File: src/core/ldf_pkg.sv
// Purpose: Shared constants for the loop DAC fault and configuration registers.
// Assumes: 10 MHz system clock, 8-bit register addresses, 16-bit register data.
// Notes: Register addresses match the device register map.
package ldf_pkg;

  // ----------------------------------------------------------------
  // Register addresses
  // ----------------------------------------------------------------
  localparam logic [7:0] LDF_ADDR_COMMIT = 8'h01;
  localparam logic [7:0] LDF_ADDR_NOP = 8'h02;
  localparam logic [7:0] LDF_ADDR_WRITE_POLICY = 8'h03;
  localparam logic [7:0] LDF_ADDR_OUTPUT_CODE = 8'h04;
  localparam logic [7:0] LDF_ADDR_FAULT_CONFIG = 8'h05;
  localparam logic [7:0] LDF_ADDR_LOW_ALARM = 8'h06;
  localparam logic [7:0] LDF_ADDR_HIGH_ALARM = 8'h07;

  // ----------------------------------------------------------------
  // Values and reset defaults
  // ----------------------------------------------------------------
  localparam logic [15:0] LDF_COMMIT_VALUE = 16'h00FF;
  localparam logic [15:0] LDF_RST_WRITE_POLICY = 16'h0000;
  localparam logic [15:0] LDF_RST_FAULT_CONFIG = 16'h0102;
  localparam logic [15:0] LDF_RST_CODE_LOW = 16'h2400;
  localparam logic [15:0] LDF_RST_CODE_HIGH = 16'hE800;
  localparam logic [7:0] LDF_RST_LOW_ALARM = 8'h24;
  localparam logic [7:0] LDF_RST_HIGH_ALARM = 8'hE8;
  localparam logic [7:0] LDF_ALARM_SPLIT = 8'h80;
  localparam logic [7:0] LDF_ALARM_LOW_BYTE = 8'h00;

  // ----------------------------------------------------------------
  // Field positions
  // ----------------------------------------------------------------
  localparam int LDF_BIT_PROTECT = 0;
  localparam int LDF_RETRY_HI = 10;
  localparam int LDF_RETRY_LO = 8;
  localparam int LDF_BIT_RETRY_DIS = 7;
  localparam int LDF_BIT_LOOP_MASK = 6;
  localparam int LDF_BIT_LOOP_PIN_DIS = 5;
  localparam int LDF_BIT_TOUT_CUR_MASK = 4;
  localparam int LDF_WDOG_HI = 3;
  localparam int LDF_WDOG_LO = 1;
  localparam int LDF_BIT_TOUT_REP_MASK = 0;
  localparam int LDF_ALARM_HI = 15;
  localparam int LDF_ALARM_LO = 8;

  // ----------------------------------------------------------------
  // Timing
  // ----------------------------------------------------------------
  localparam int LDF_CLOCK_HZ = 10_000_000;
  localparam int LDF_TICK_MS = 50;
  localparam int LDF_TICK_CYCLES = LDF_CLOCK_HZ / 1000 * LDF_TICK_MS;

  // Retry timer states.
  typedef enum logic [2:0] {
    LDF_ST_NORMAL = 3'b001,
    LDF_ST_ALARM = 3'b010,
    LDF_ST_HOLD = 3'b100
  } ldf_state_t;

endpackage

File: src/core/ldf_fault_regs.sv
// Purpose: Write policy, output code, fault configuration and low and high alarm registers with loop fault
//          and link timeout handling for a current-loop DAC.
// Assumes: The serial framer hands over decoded words as one-cycle strobes on i_clock.
// Notes: The fault output is open-drain: o_fault_oe_n low means the pin is pulled low.
`timescale 1ns/10ps
`default_nettype none

// Overview of operation
// Unprotected writes commit when chip select rises
// Protected writes wait for a commit command
// Host commits by writing 0x00FF to 0x01
// Output code is 16-bit unsigned binary
// Reset output code depends on alarm pin
// Retry interval is (field plus one) ticks
// Retry interval ignored when masked or disabled
// Fault with retry periodically restores output code
// Retry disabled: restore after status read
// Unmasked loop fault drives low alarm current
// Masked loop fault keeps output code current
// Loop fault pulls fault pin unless disabled
// Unmasked timeout forces pin-selected alarm current
// Valid write restarts timeout counter
// No-operation write keeps link alive
// Timeout interval is (field plus one) ticks
// Timeout report mask suppresses timeout reporting
// Alarm code is level byte over zero
// Low alarm accepts only 0x00 through 0x80
// High alarm accepts only 0x80 and above
// Fifty millisecond tick from system clock
module ldf_fault_regs
  import ldf_pkg::*;
#(
  parameter int TICK_CYCLES = LDF_TICK_CYCLES
) (
  input wire logic i_clock, // System clock, 10 MHz.
  input wire logic i_resetn, // Asynchronous reset, active low.
  input wire logic i_soft_reset, // Soft reset pulse, restores defaults.
  input wire logic i_frame_done, // Pulse: valid frame ended with chip select high.
  input wire logic i_frame_write, // Frame is a write (else a read).
  input wire logic [7:0] i_frame_addr, // Frame register address.
  input wire logic [15:0] i_frame_data, // Frame write data.
  input wire logic i_alarm_polarity_pin, // Alarm polarity strap, high selects high alarm for a link timeout.
  input wire logic i_loop_fault, // Loop fault detected by the output stage.
  input wire logic i_status_read, // Pulse: software read the status register.
  output logic [15:0] o_read_data, // Registered read data for the addressed register.
  output logic [15:0] o_drive_code, // Registered code sent to the converter.
  output logic o_link_timeout, // Registered link timeout error flag.
  output logic o_fault_oe_n, // Fault pin enable, low pulls the pin low.
  output logic o_fault_out // Fault pin output value, always low.
);

  // ----------------------------------------------------------------
  // State
  // ----------------------------------------------------------------
  logic [15:0] write_policy, next_write_policy;
  logic [15:0] output_code, next_output_code;
  logic [15:0] fault_config, next_fault_config;
  logic [7:0] low_alarm, next_low_alarm;
  logic [7:0] high_alarm, next_high_alarm;
  logic pend_valid, next_pend_valid;
  logic [7:0] pend_addr, next_pend_addr;
  logic [15:0] pend_data, next_pend_data;
  logic [15:0] read_data, next_read_data;
  logic code_init, next_code_init;
  logic [$clog2(TICK_CYCLES)-1:0] div_cnt, next_div_cnt;
  logic tick, next_tick;
  logic [2:0] wdog_cnt, next_wdog_cnt;
  logic link_timeout, next_link_timeout;
  logic [2:0] retry_cnt, next_retry_cnt;
  ldf_state_t state, next_state;
  logic [15:0] drive_code, next_drive_code;

  logic valid_write;
  logic commit_now;
  logic [7:0] commit_addr;
  logic [15:0] commit_data;
  logic [15:0] alarm_code;
  logic tout_alarm;

  // ----------------------------------------------------------------
  // Write path
  // ----------------------------------------------------------------
  // A frame write decides whether to commit now or to park the data.
  always_comb begin
    valid_write = i_frame_done & i_frame_write;
    commit_now = 1'b0;
    commit_addr = i_frame_addr;
    commit_data = i_frame_data;
    next_pend_valid = pend_valid;
    next_pend_addr = pend_addr;
    next_pend_data = pend_data;
    if (valid_write) begin
      if (!write_policy[LDF_BIT_PROTECT]) begin
        commit_now = 1'b1;
      end else if (i_frame_addr == LDF_ADDR_COMMIT && i_frame_data == LDF_COMMIT_VALUE) begin
        // A commit with nothing parked is harmless; the pending slot empties either way.
        commit_now = pend_valid;
        commit_addr = pend_addr;
        commit_data = pend_data;
        next_pend_valid = 1'b0;
      end else if (i_frame_addr != LDF_ADDR_NOP) begin
        next_pend_valid = 1'b1;
        next_pend_addr = i_frame_addr;
        next_pend_data = i_frame_data;
      end
    end
  end

  // Register updates, with range checks on the alarm levels.
  always_comb begin
    next_write_policy = write_policy;
    next_output_code = output_code;
    next_fault_config = fault_config;
    next_low_alarm = low_alarm;
    next_high_alarm = high_alarm;
    next_code_init = 1'b0;
    // Output code default is caught one cycle after reset release, since the strap is a port.
    if (code_init) begin
      next_output_code = i_alarm_polarity_pin ? LDF_RST_CODE_HIGH : LDF_RST_CODE_LOW;
    end else if (commit_now) begin
      case (commit_addr)
        LDF_ADDR_WRITE_POLICY: next_write_policy = commit_data & 16'h0001;
        LDF_ADDR_OUTPUT_CODE: next_output_code = commit_data;
        LDF_ADDR_FAULT_CONFIG: next_fault_config = commit_data & 16'h07FF;
        LDF_ADDR_LOW_ALARM: begin
          if (commit_data[LDF_ALARM_HI:LDF_ALARM_LO] <= LDF_ALARM_SPLIT) begin
            next_low_alarm = commit_data[LDF_ALARM_HI:LDF_ALARM_LO];
          end
        end
        LDF_ADDR_HIGH_ALARM: begin
          if (commit_data[LDF_ALARM_HI:LDF_ALARM_LO] >= LDF_ALARM_SPLIT) begin
            next_high_alarm = commit_data[LDF_ALARM_HI:LDF_ALARM_LO];
          end
        end
        default: begin
        end
      endcase
    end
  end

  // Read data is latched when a read frame completes.
  always_comb begin
    next_read_data = read_data;
    if (i_frame_done && !i_frame_write) begin
      case (i_frame_addr)
        LDF_ADDR_WRITE_POLICY: next_read_data = write_policy;
        LDF_ADDR_OUTPUT_CODE: next_read_data = output_code;
        LDF_ADDR_FAULT_CONFIG: next_read_data = fault_config;
        LDF_ADDR_LOW_ALARM: next_read_data = {low_alarm, LDF_ALARM_LOW_BYTE};
        LDF_ADDR_HIGH_ALARM: next_read_data = {high_alarm, LDF_ALARM_LOW_BYTE};
        default: next_read_data = 16'h0000;
      endcase
    end
  end

  // ----------------------------------------------------------------
  // Timers
  // ----------------------------------------------------------------
  // Divider gives a one-cycle tick every 50 ms.
  always_comb begin
    next_tick = 1'b0;
    next_div_cnt = div_cnt + 1'b1;
    if (div_cnt == ($clog2(TICK_CYCLES))'(TICK_CYCLES - 1)) begin
      next_div_cnt = '0;
      next_tick = 1'b1;
    end
  end

  // Link watchdog: any valid write (including a no-op) restarts it and clears the error.
  always_comb begin
    next_wdog_cnt = wdog_cnt;
    next_link_timeout = link_timeout;
    if (valid_write) begin
      next_wdog_cnt = 3'h0;
      next_link_timeout = 1'b0;
    end else if (tick && !link_timeout) begin
      if (wdog_cnt == fault_config[LDF_WDOG_HI:LDF_WDOG_LO]) begin
        next_link_timeout = 1'b1;
      end else begin
        next_wdog_cnt = wdog_cnt + 3'h1;
      end
    end
  end

  // ----------------------------------------------------------------
  // Output selection and fault handling
  // ----------------------------------------------------------------
  always_comb begin
    tout_alarm = link_timeout & ~fault_config[LDF_BIT_TOUT_CUR_MASK] & ~fault_config[LDF_BIT_TOUT_REP_MASK];
    // Timeout alarm level follows the strap; a loop fault without an active timeout alarm uses the low level.
    if (tout_alarm && i_alarm_polarity_pin) begin
      alarm_code = {high_alarm, LDF_ALARM_LOW_BYTE};
    end else begin
      alarm_code = {low_alarm, LDF_ALARM_LOW_BYTE};
    end
  end

  // Loop fault state machine: normal, alarm waiting for retry, or held until status read.
  always_comb begin
    next_state = state;
    next_retry_cnt = retry_cnt;
    case (state)
      LDF_ST_NORMAL: begin
        if (i_loop_fault && !fault_config[LDF_BIT_LOOP_MASK]) begin
          next_state = fault_config[LDF_BIT_RETRY_DIS] ? LDF_ST_HOLD : LDF_ST_ALARM;
          next_retry_cnt = 3'h0;
        end
      end
      LDF_ST_ALARM: begin
        if (fault_config[LDF_BIT_LOOP_MASK] || fault_config[LDF_BIT_RETRY_DIS]) begin
          next_state = fault_config[LDF_BIT_LOOP_MASK] ? LDF_ST_NORMAL : LDF_ST_HOLD;
        end else if (tick) begin
          if (retry_cnt == fault_config[LDF_RETRY_HI:LDF_RETRY_LO]) begin
            next_state = LDF_ST_NORMAL;
          end else begin
            next_retry_cnt = retry_cnt + 3'h1;
          end
        end
      end
      LDF_ST_HOLD: begin
        if (i_status_read || fault_config[LDF_BIT_LOOP_MASK]) begin
          next_state = LDF_ST_NORMAL;
        end
      end
      default: next_state = LDF_ST_NORMAL;
    endcase
    if (tout_alarm || state != LDF_ST_NORMAL) begin
      next_drive_code = alarm_code;
    end else begin
      next_drive_code = output_code;
    end
  end

  // Fault pin pulled low while a reported fault is present.
  always_comb begin
    o_fault_oe_n = ~((i_loop_fault & ~fault_config[LDF_BIT_LOOP_PIN_DIS])
                     | (link_timeout & ~fault_config[LDF_BIT_TOUT_REP_MASK]));
    o_fault_out = 1'b0;
  end

  // ----------------------------------------------------------------
  // Registers
  // ----------------------------------------------------------------
  // Soft reset restores the pin reset defaults of the registers; read data, divider, retry count and drive code are left as they are.
  always_ff @(posedge i_clock or negedge i_resetn) begin
    if (!i_resetn) begin
      write_policy <= LDF_RST_WRITE_POLICY;
      output_code <= LDF_RST_CODE_LOW;
      fault_config <= LDF_RST_FAULT_CONFIG;
      low_alarm <= LDF_RST_LOW_ALARM;
      high_alarm <= LDF_RST_HIGH_ALARM;
      pend_valid <= 1'b0;
      pend_addr <= 8'h00;
      pend_data <= 16'h0000;
      read_data <= 16'h0000;
      code_init <= 1'b1;
      div_cnt <= '0;
      tick <= 1'b0;
      wdog_cnt <= 3'h0;
      link_timeout <= 1'b0;
      retry_cnt <= 3'h0;
      state <= LDF_ST_NORMAL;
      drive_code <= LDF_RST_CODE_LOW;
    end else if (i_soft_reset) begin
      write_policy <= LDF_RST_WRITE_POLICY;
      fault_config <= LDF_RST_FAULT_CONFIG;
      low_alarm <= LDF_RST_LOW_ALARM;
      high_alarm <= LDF_RST_HIGH_ALARM;
      pend_valid <= 1'b0;
      code_init <= 1'b1;
      wdog_cnt <= 3'h0;
      link_timeout <= 1'b0;
      state <= LDF_ST_NORMAL;
    end else begin
      write_policy <= next_write_policy;
      output_code <= next_output_code;
      fault_config <= next_fault_config;
      low_alarm <= next_low_alarm;
      high_alarm <= next_high_alarm;
      pend_valid <= next_pend_valid;
      pend_addr <= next_pend_addr;
      pend_data <= next_pend_data;
      read_data <= next_read_data;
      code_init <= next_code_init;
      div_cnt <= next_div_cnt;
      tick <= next_tick;
      wdog_cnt <= next_wdog_cnt;
      link_timeout <= next_link_timeout;
      retry_cnt <= next_retry_cnt;
      state <= next_state;
      drive_code <= next_drive_code;
    end
  end

  assign o_read_data = read_data;
  assign o_drive_code = drive_code;
  assign o_link_timeout = link_timeout;

endmodule

`default_nettype wire

File: config.mk
export PLATFORM = sky130hd
export DESIGN_NAME = ldf_fault_regs
export DESIGN_NICKNAME = d
export VERILOG_FILES = /design/src/core/ldf_pkg.sv /design/src/core/ldf_fault_regs.sv
export SDC_FILE = /design/constraint.sdc
export NUM_CORES = 1
export LEC_CHECK = 0
export ABC_AREA = 1
export BUFFER_PORTS_ARGS = -buffer_cell sky130_fd_sc_hd__buf_2
export CAP_MARGIN = 20
export CELL_PAD_IN_SITES_DETAIL_PLACEMENT = 1
export CELL_PAD_IN_SITES_GLOBAL_PLACEMENT = 1
export CORE_ASPECT_RATIO = 1.5
export CORE_MARGIN = 2
export CORE_UTILIZATION = 40
export CTS_CLUSTER_DIAMETER = 150
export DETAILED_ROUTE_END_ITERATION = 6
export PLACE_DENSITY_LB_ADDON = 0.1
export SLEW_MARGIN = 20
export SYNTH_ARGS = -nofsm -noshare
export SYNTH_HDL_FRONTEND = slang
export SYNTH_SLANG_ARGS = --single-unit
File: constraint.sdc
create_clock -name i_clock -period 5.5 [get_ports i_clock]
set_clock_uncertainty 0.1 [all_clocks]
set_input_delay 0.55 -clock i_clock [delete_from_list [all_inputs] [get_ports i_clock]]
set_output_delay 0.55 -clock i_clock [all_outputs]
set_load 0.01 [all_outputs]
==> out/metrics.cfg <==
[synth]
synthMuxAreaShare_pct=0
async_flop_share_pct=100
synth_xor_area_share_pct=1.52
synth.area.top_cells=dfrtp_1 43%, nand2_1 13%, dfstp_2 5.3%
seq_area_frac_synth_pct=48.0
yosys_warnings=0
synth_cell_types=49
synth-edff-count=0
ys.flop_type=dfrtp_1
synth_top_family_by_area=simple AND/OR/NAND/NOR gates
ys_ff_latch=132
yosys.area_share.adder_pct=0.542
synth_area_sq_um=6920
synth_top_area_share_pct=42.7
syn-num-nets=898
yosys.area.top_type=dfrtp_1
avgSynthCellArea_sq_um=8.02
synthCells=863
synth-compound-area-share_pct=12.2
synth_simple_gate_area_share_pct=29.9

[floorplan]
num_rows=58
dieHeight_microns=165
start_util_pct=41.1
io_pins=67
die_area_sq_um=18400
core_sq_um=16800
fp.dieW_microns=111

[placement]
gp_congestion=0.888
dp_slack_ns=2.30
portBuffers=65
hpwlAfterDp_mm=15.6

[cts]
cts_setup_buffers=0
clock-sinks=132
cts_tree=yes
path_clk_slew_ns=0.06
cts_root_buffer=clkbuf_16
cts.hold.buffers_added=0
cts_buffers=17
clock_latency_ns=0.43
cts.path.max_buffers=2
post_cts_resized=0
cts_htree_levels=4

[global_routing]
grt_pass1_wl_mm=34.2
grt_pass1_vias=6619
grt_max_degree=86
grt_usage_pct=23.8
gr-total-overflow=0
antenna_found_initial=0

[timing]
fin_ws_ns=2.74
fin_setup_tns_ns=0
max_slew_margin_pct=30.3
min_period_ns=2.76
rsz0062_at_grt=false
worstMarginPinSlew_ns=1.04
fin_crit_sh_pct=50.2
setup-violations-final=0
slew_viol_final=0
whs_ns=0.0838
hold_viol_final=0
clock.fmax_mhz=362

[setup_path]
critPathLaunchType=primary input
r2r_cells=11
worstReg2RegEnd=fault_config[4]$_DFFE_PN0P_
cp_max_fo=29
path_class=primary input to flop
reg2reg_slack_ns=2.93
reg2reg_from=write_policy[0]$_DFFE_PN0P_
endpoint_kind=flop
worstPathRequired_ns=5.76
crit_arrival_ns=3.03

[final_layout]
drive_gt1_share_pct=18.6
multi_input_area_sq_um=3060
layout_common_cells=240 x nand2_1, 118 x dfrtp_1, 97 x inv_1, 66 x nor2_1, 64 x buf_2
num_antenna_cells=0
finalNetCount=958
final_common_cell=nand2_1
area_growth_pct=15.8
fill_cells=2071
regArea_sq_um=3320

[outcome]
outcome=complete, no violations

[power]
ir_drop_uv=245
total_power_mw=2.72
p_leak_nw=3.95
p_per_area_nw_per_um2=340

[routing]
vias=6083
wl_mm=20.7
drc=0
ant_nets=0
vias_per_cell=5.31
avgRoutedWirePerCell_microns=18.0
drtIter0Drc=292
drtPass1Iterations=4

[hold_path]
min_path_type=primary input to asynchronous set/reset pin

[run]
maxCapViolations=0

==> power by group <==
part	internal (mW)	switching, mW	leakage [nW]
combinational	0.123	0.267	1.94
sequential	1.07	0.0811	1.72
clock	0.759	0.427	0.292
==> per-stage QoR <==
step / utilization, % / area (sq um) / std cells
5_1_grt: 47.6 / 8010 / 1146
6_report: 47.6 / 8010 / 1146
4_1_cts: 47.6 / 8010 / 1146
2_1_floorplan: - / 6920 / 863
3_5_place_dp: 43.9 / 7390 / 1114
3_3_place_gp: 43.9 / 7390 / 1114
==> logic make-up (layout without fill, tap and decap cells) <==
kind of cell	count (synthesis)	in the layout
buffers and inverters	132	205
adders and majority gates	3	3
other	1	1
and+or+nand+nor	446	446
xor gates and xnor gates	12	12
AOI/OAI and AO/OA	137	137
DFF	132	132
==> cell usage after synthesis (2+ instances only) <==
library cell and n:
inv_2 6, o21ai_2 11, nand4_1 19, o21ai_0 52, nor4_1 9, nand3_2 11
nand3_1 55, nor3_1 12, buf_4 4, a221oi_1 4, o21ai_1 6, nor2_2 5
ha_1 3, o22ai_1 10, nand2_2 12, clkbuf_1 13, dfrtp_1 118, nor2_4 3
or3_1 2, a21oi_1 17, a31oi_1 9, nor2_1 66, nor3_2 4, inv_1 97
o31ai_1 8, nand2_4 4, buf_6 3, o211ai_1 8, o41ai_1 2, dfstp_2 14
buf_1 5, nand2_1 240, o2111ai_1 3, xor2_1 3, buf_2 3, xnor2_1 9
==> final cells by class <==
type	instances	share of cell area, %
sequential	132	41.4
clock buffer	24	6.14
multi-input combinational	599	38.2
tap	210	3.28
clock inverter	8	1.53
inverter	104	4.90
timing repair buffer	69	4.51
==> state kept, by name, indices dropped and copies added, names as in the netlist, 3 cells and up <==
name          cells
o_drive_code     16
output_code      16
pend_data        16
high_alarm        8
low_alarm         8
pend_addr         8
div_cnt          19
state             3
retry_cnt         3
fault_config     11
o_read_data      16
wdog_cnt          3
==> worst max-delay path by stage <==
stage / start / end / depth (start not counted)
after floorplan: i_frame_addr[0] / output_code[0]$_DFFE_PN0P_ / 13
after global placement: i_soft_reset / o_read_data[8]$_DFFE_PN0P_ / 6
after detailed placement: i_soft_reset / o_read_data[8]$_DFFE_PN0P_ / 6
after CTS: i_soft_reset / o_read_data[8]$_DFFE_PN0P_ / 6
after global routing: i_soft_reset / o_read_data[8]$_DFFE_PN0P_ / 6
final: i_soft_reset / o_read_data[8]$_DFFE_PN0P_ / 6
==> routing by layer <==
layer	wire length (microns)	GRT usage, %	part of all wire, %	up-vias
met4	322	7.46	1.6	0
met2	11600	46.8	56	81
met5	0	0	0	-
li1	-	-	-	2956
met3	437	3.98	2.1	27
met1	8340	26.0	40	3019
==> worst max-delay path, stage by stage <==
cell and delay (ns):
buf_2 0.22, buf_4 0.29, nor3_2 0.53, inv_1 0.57
a2111oi_0 0.63, a22o_1 0.22
Power figures use the tool's default switching activity.
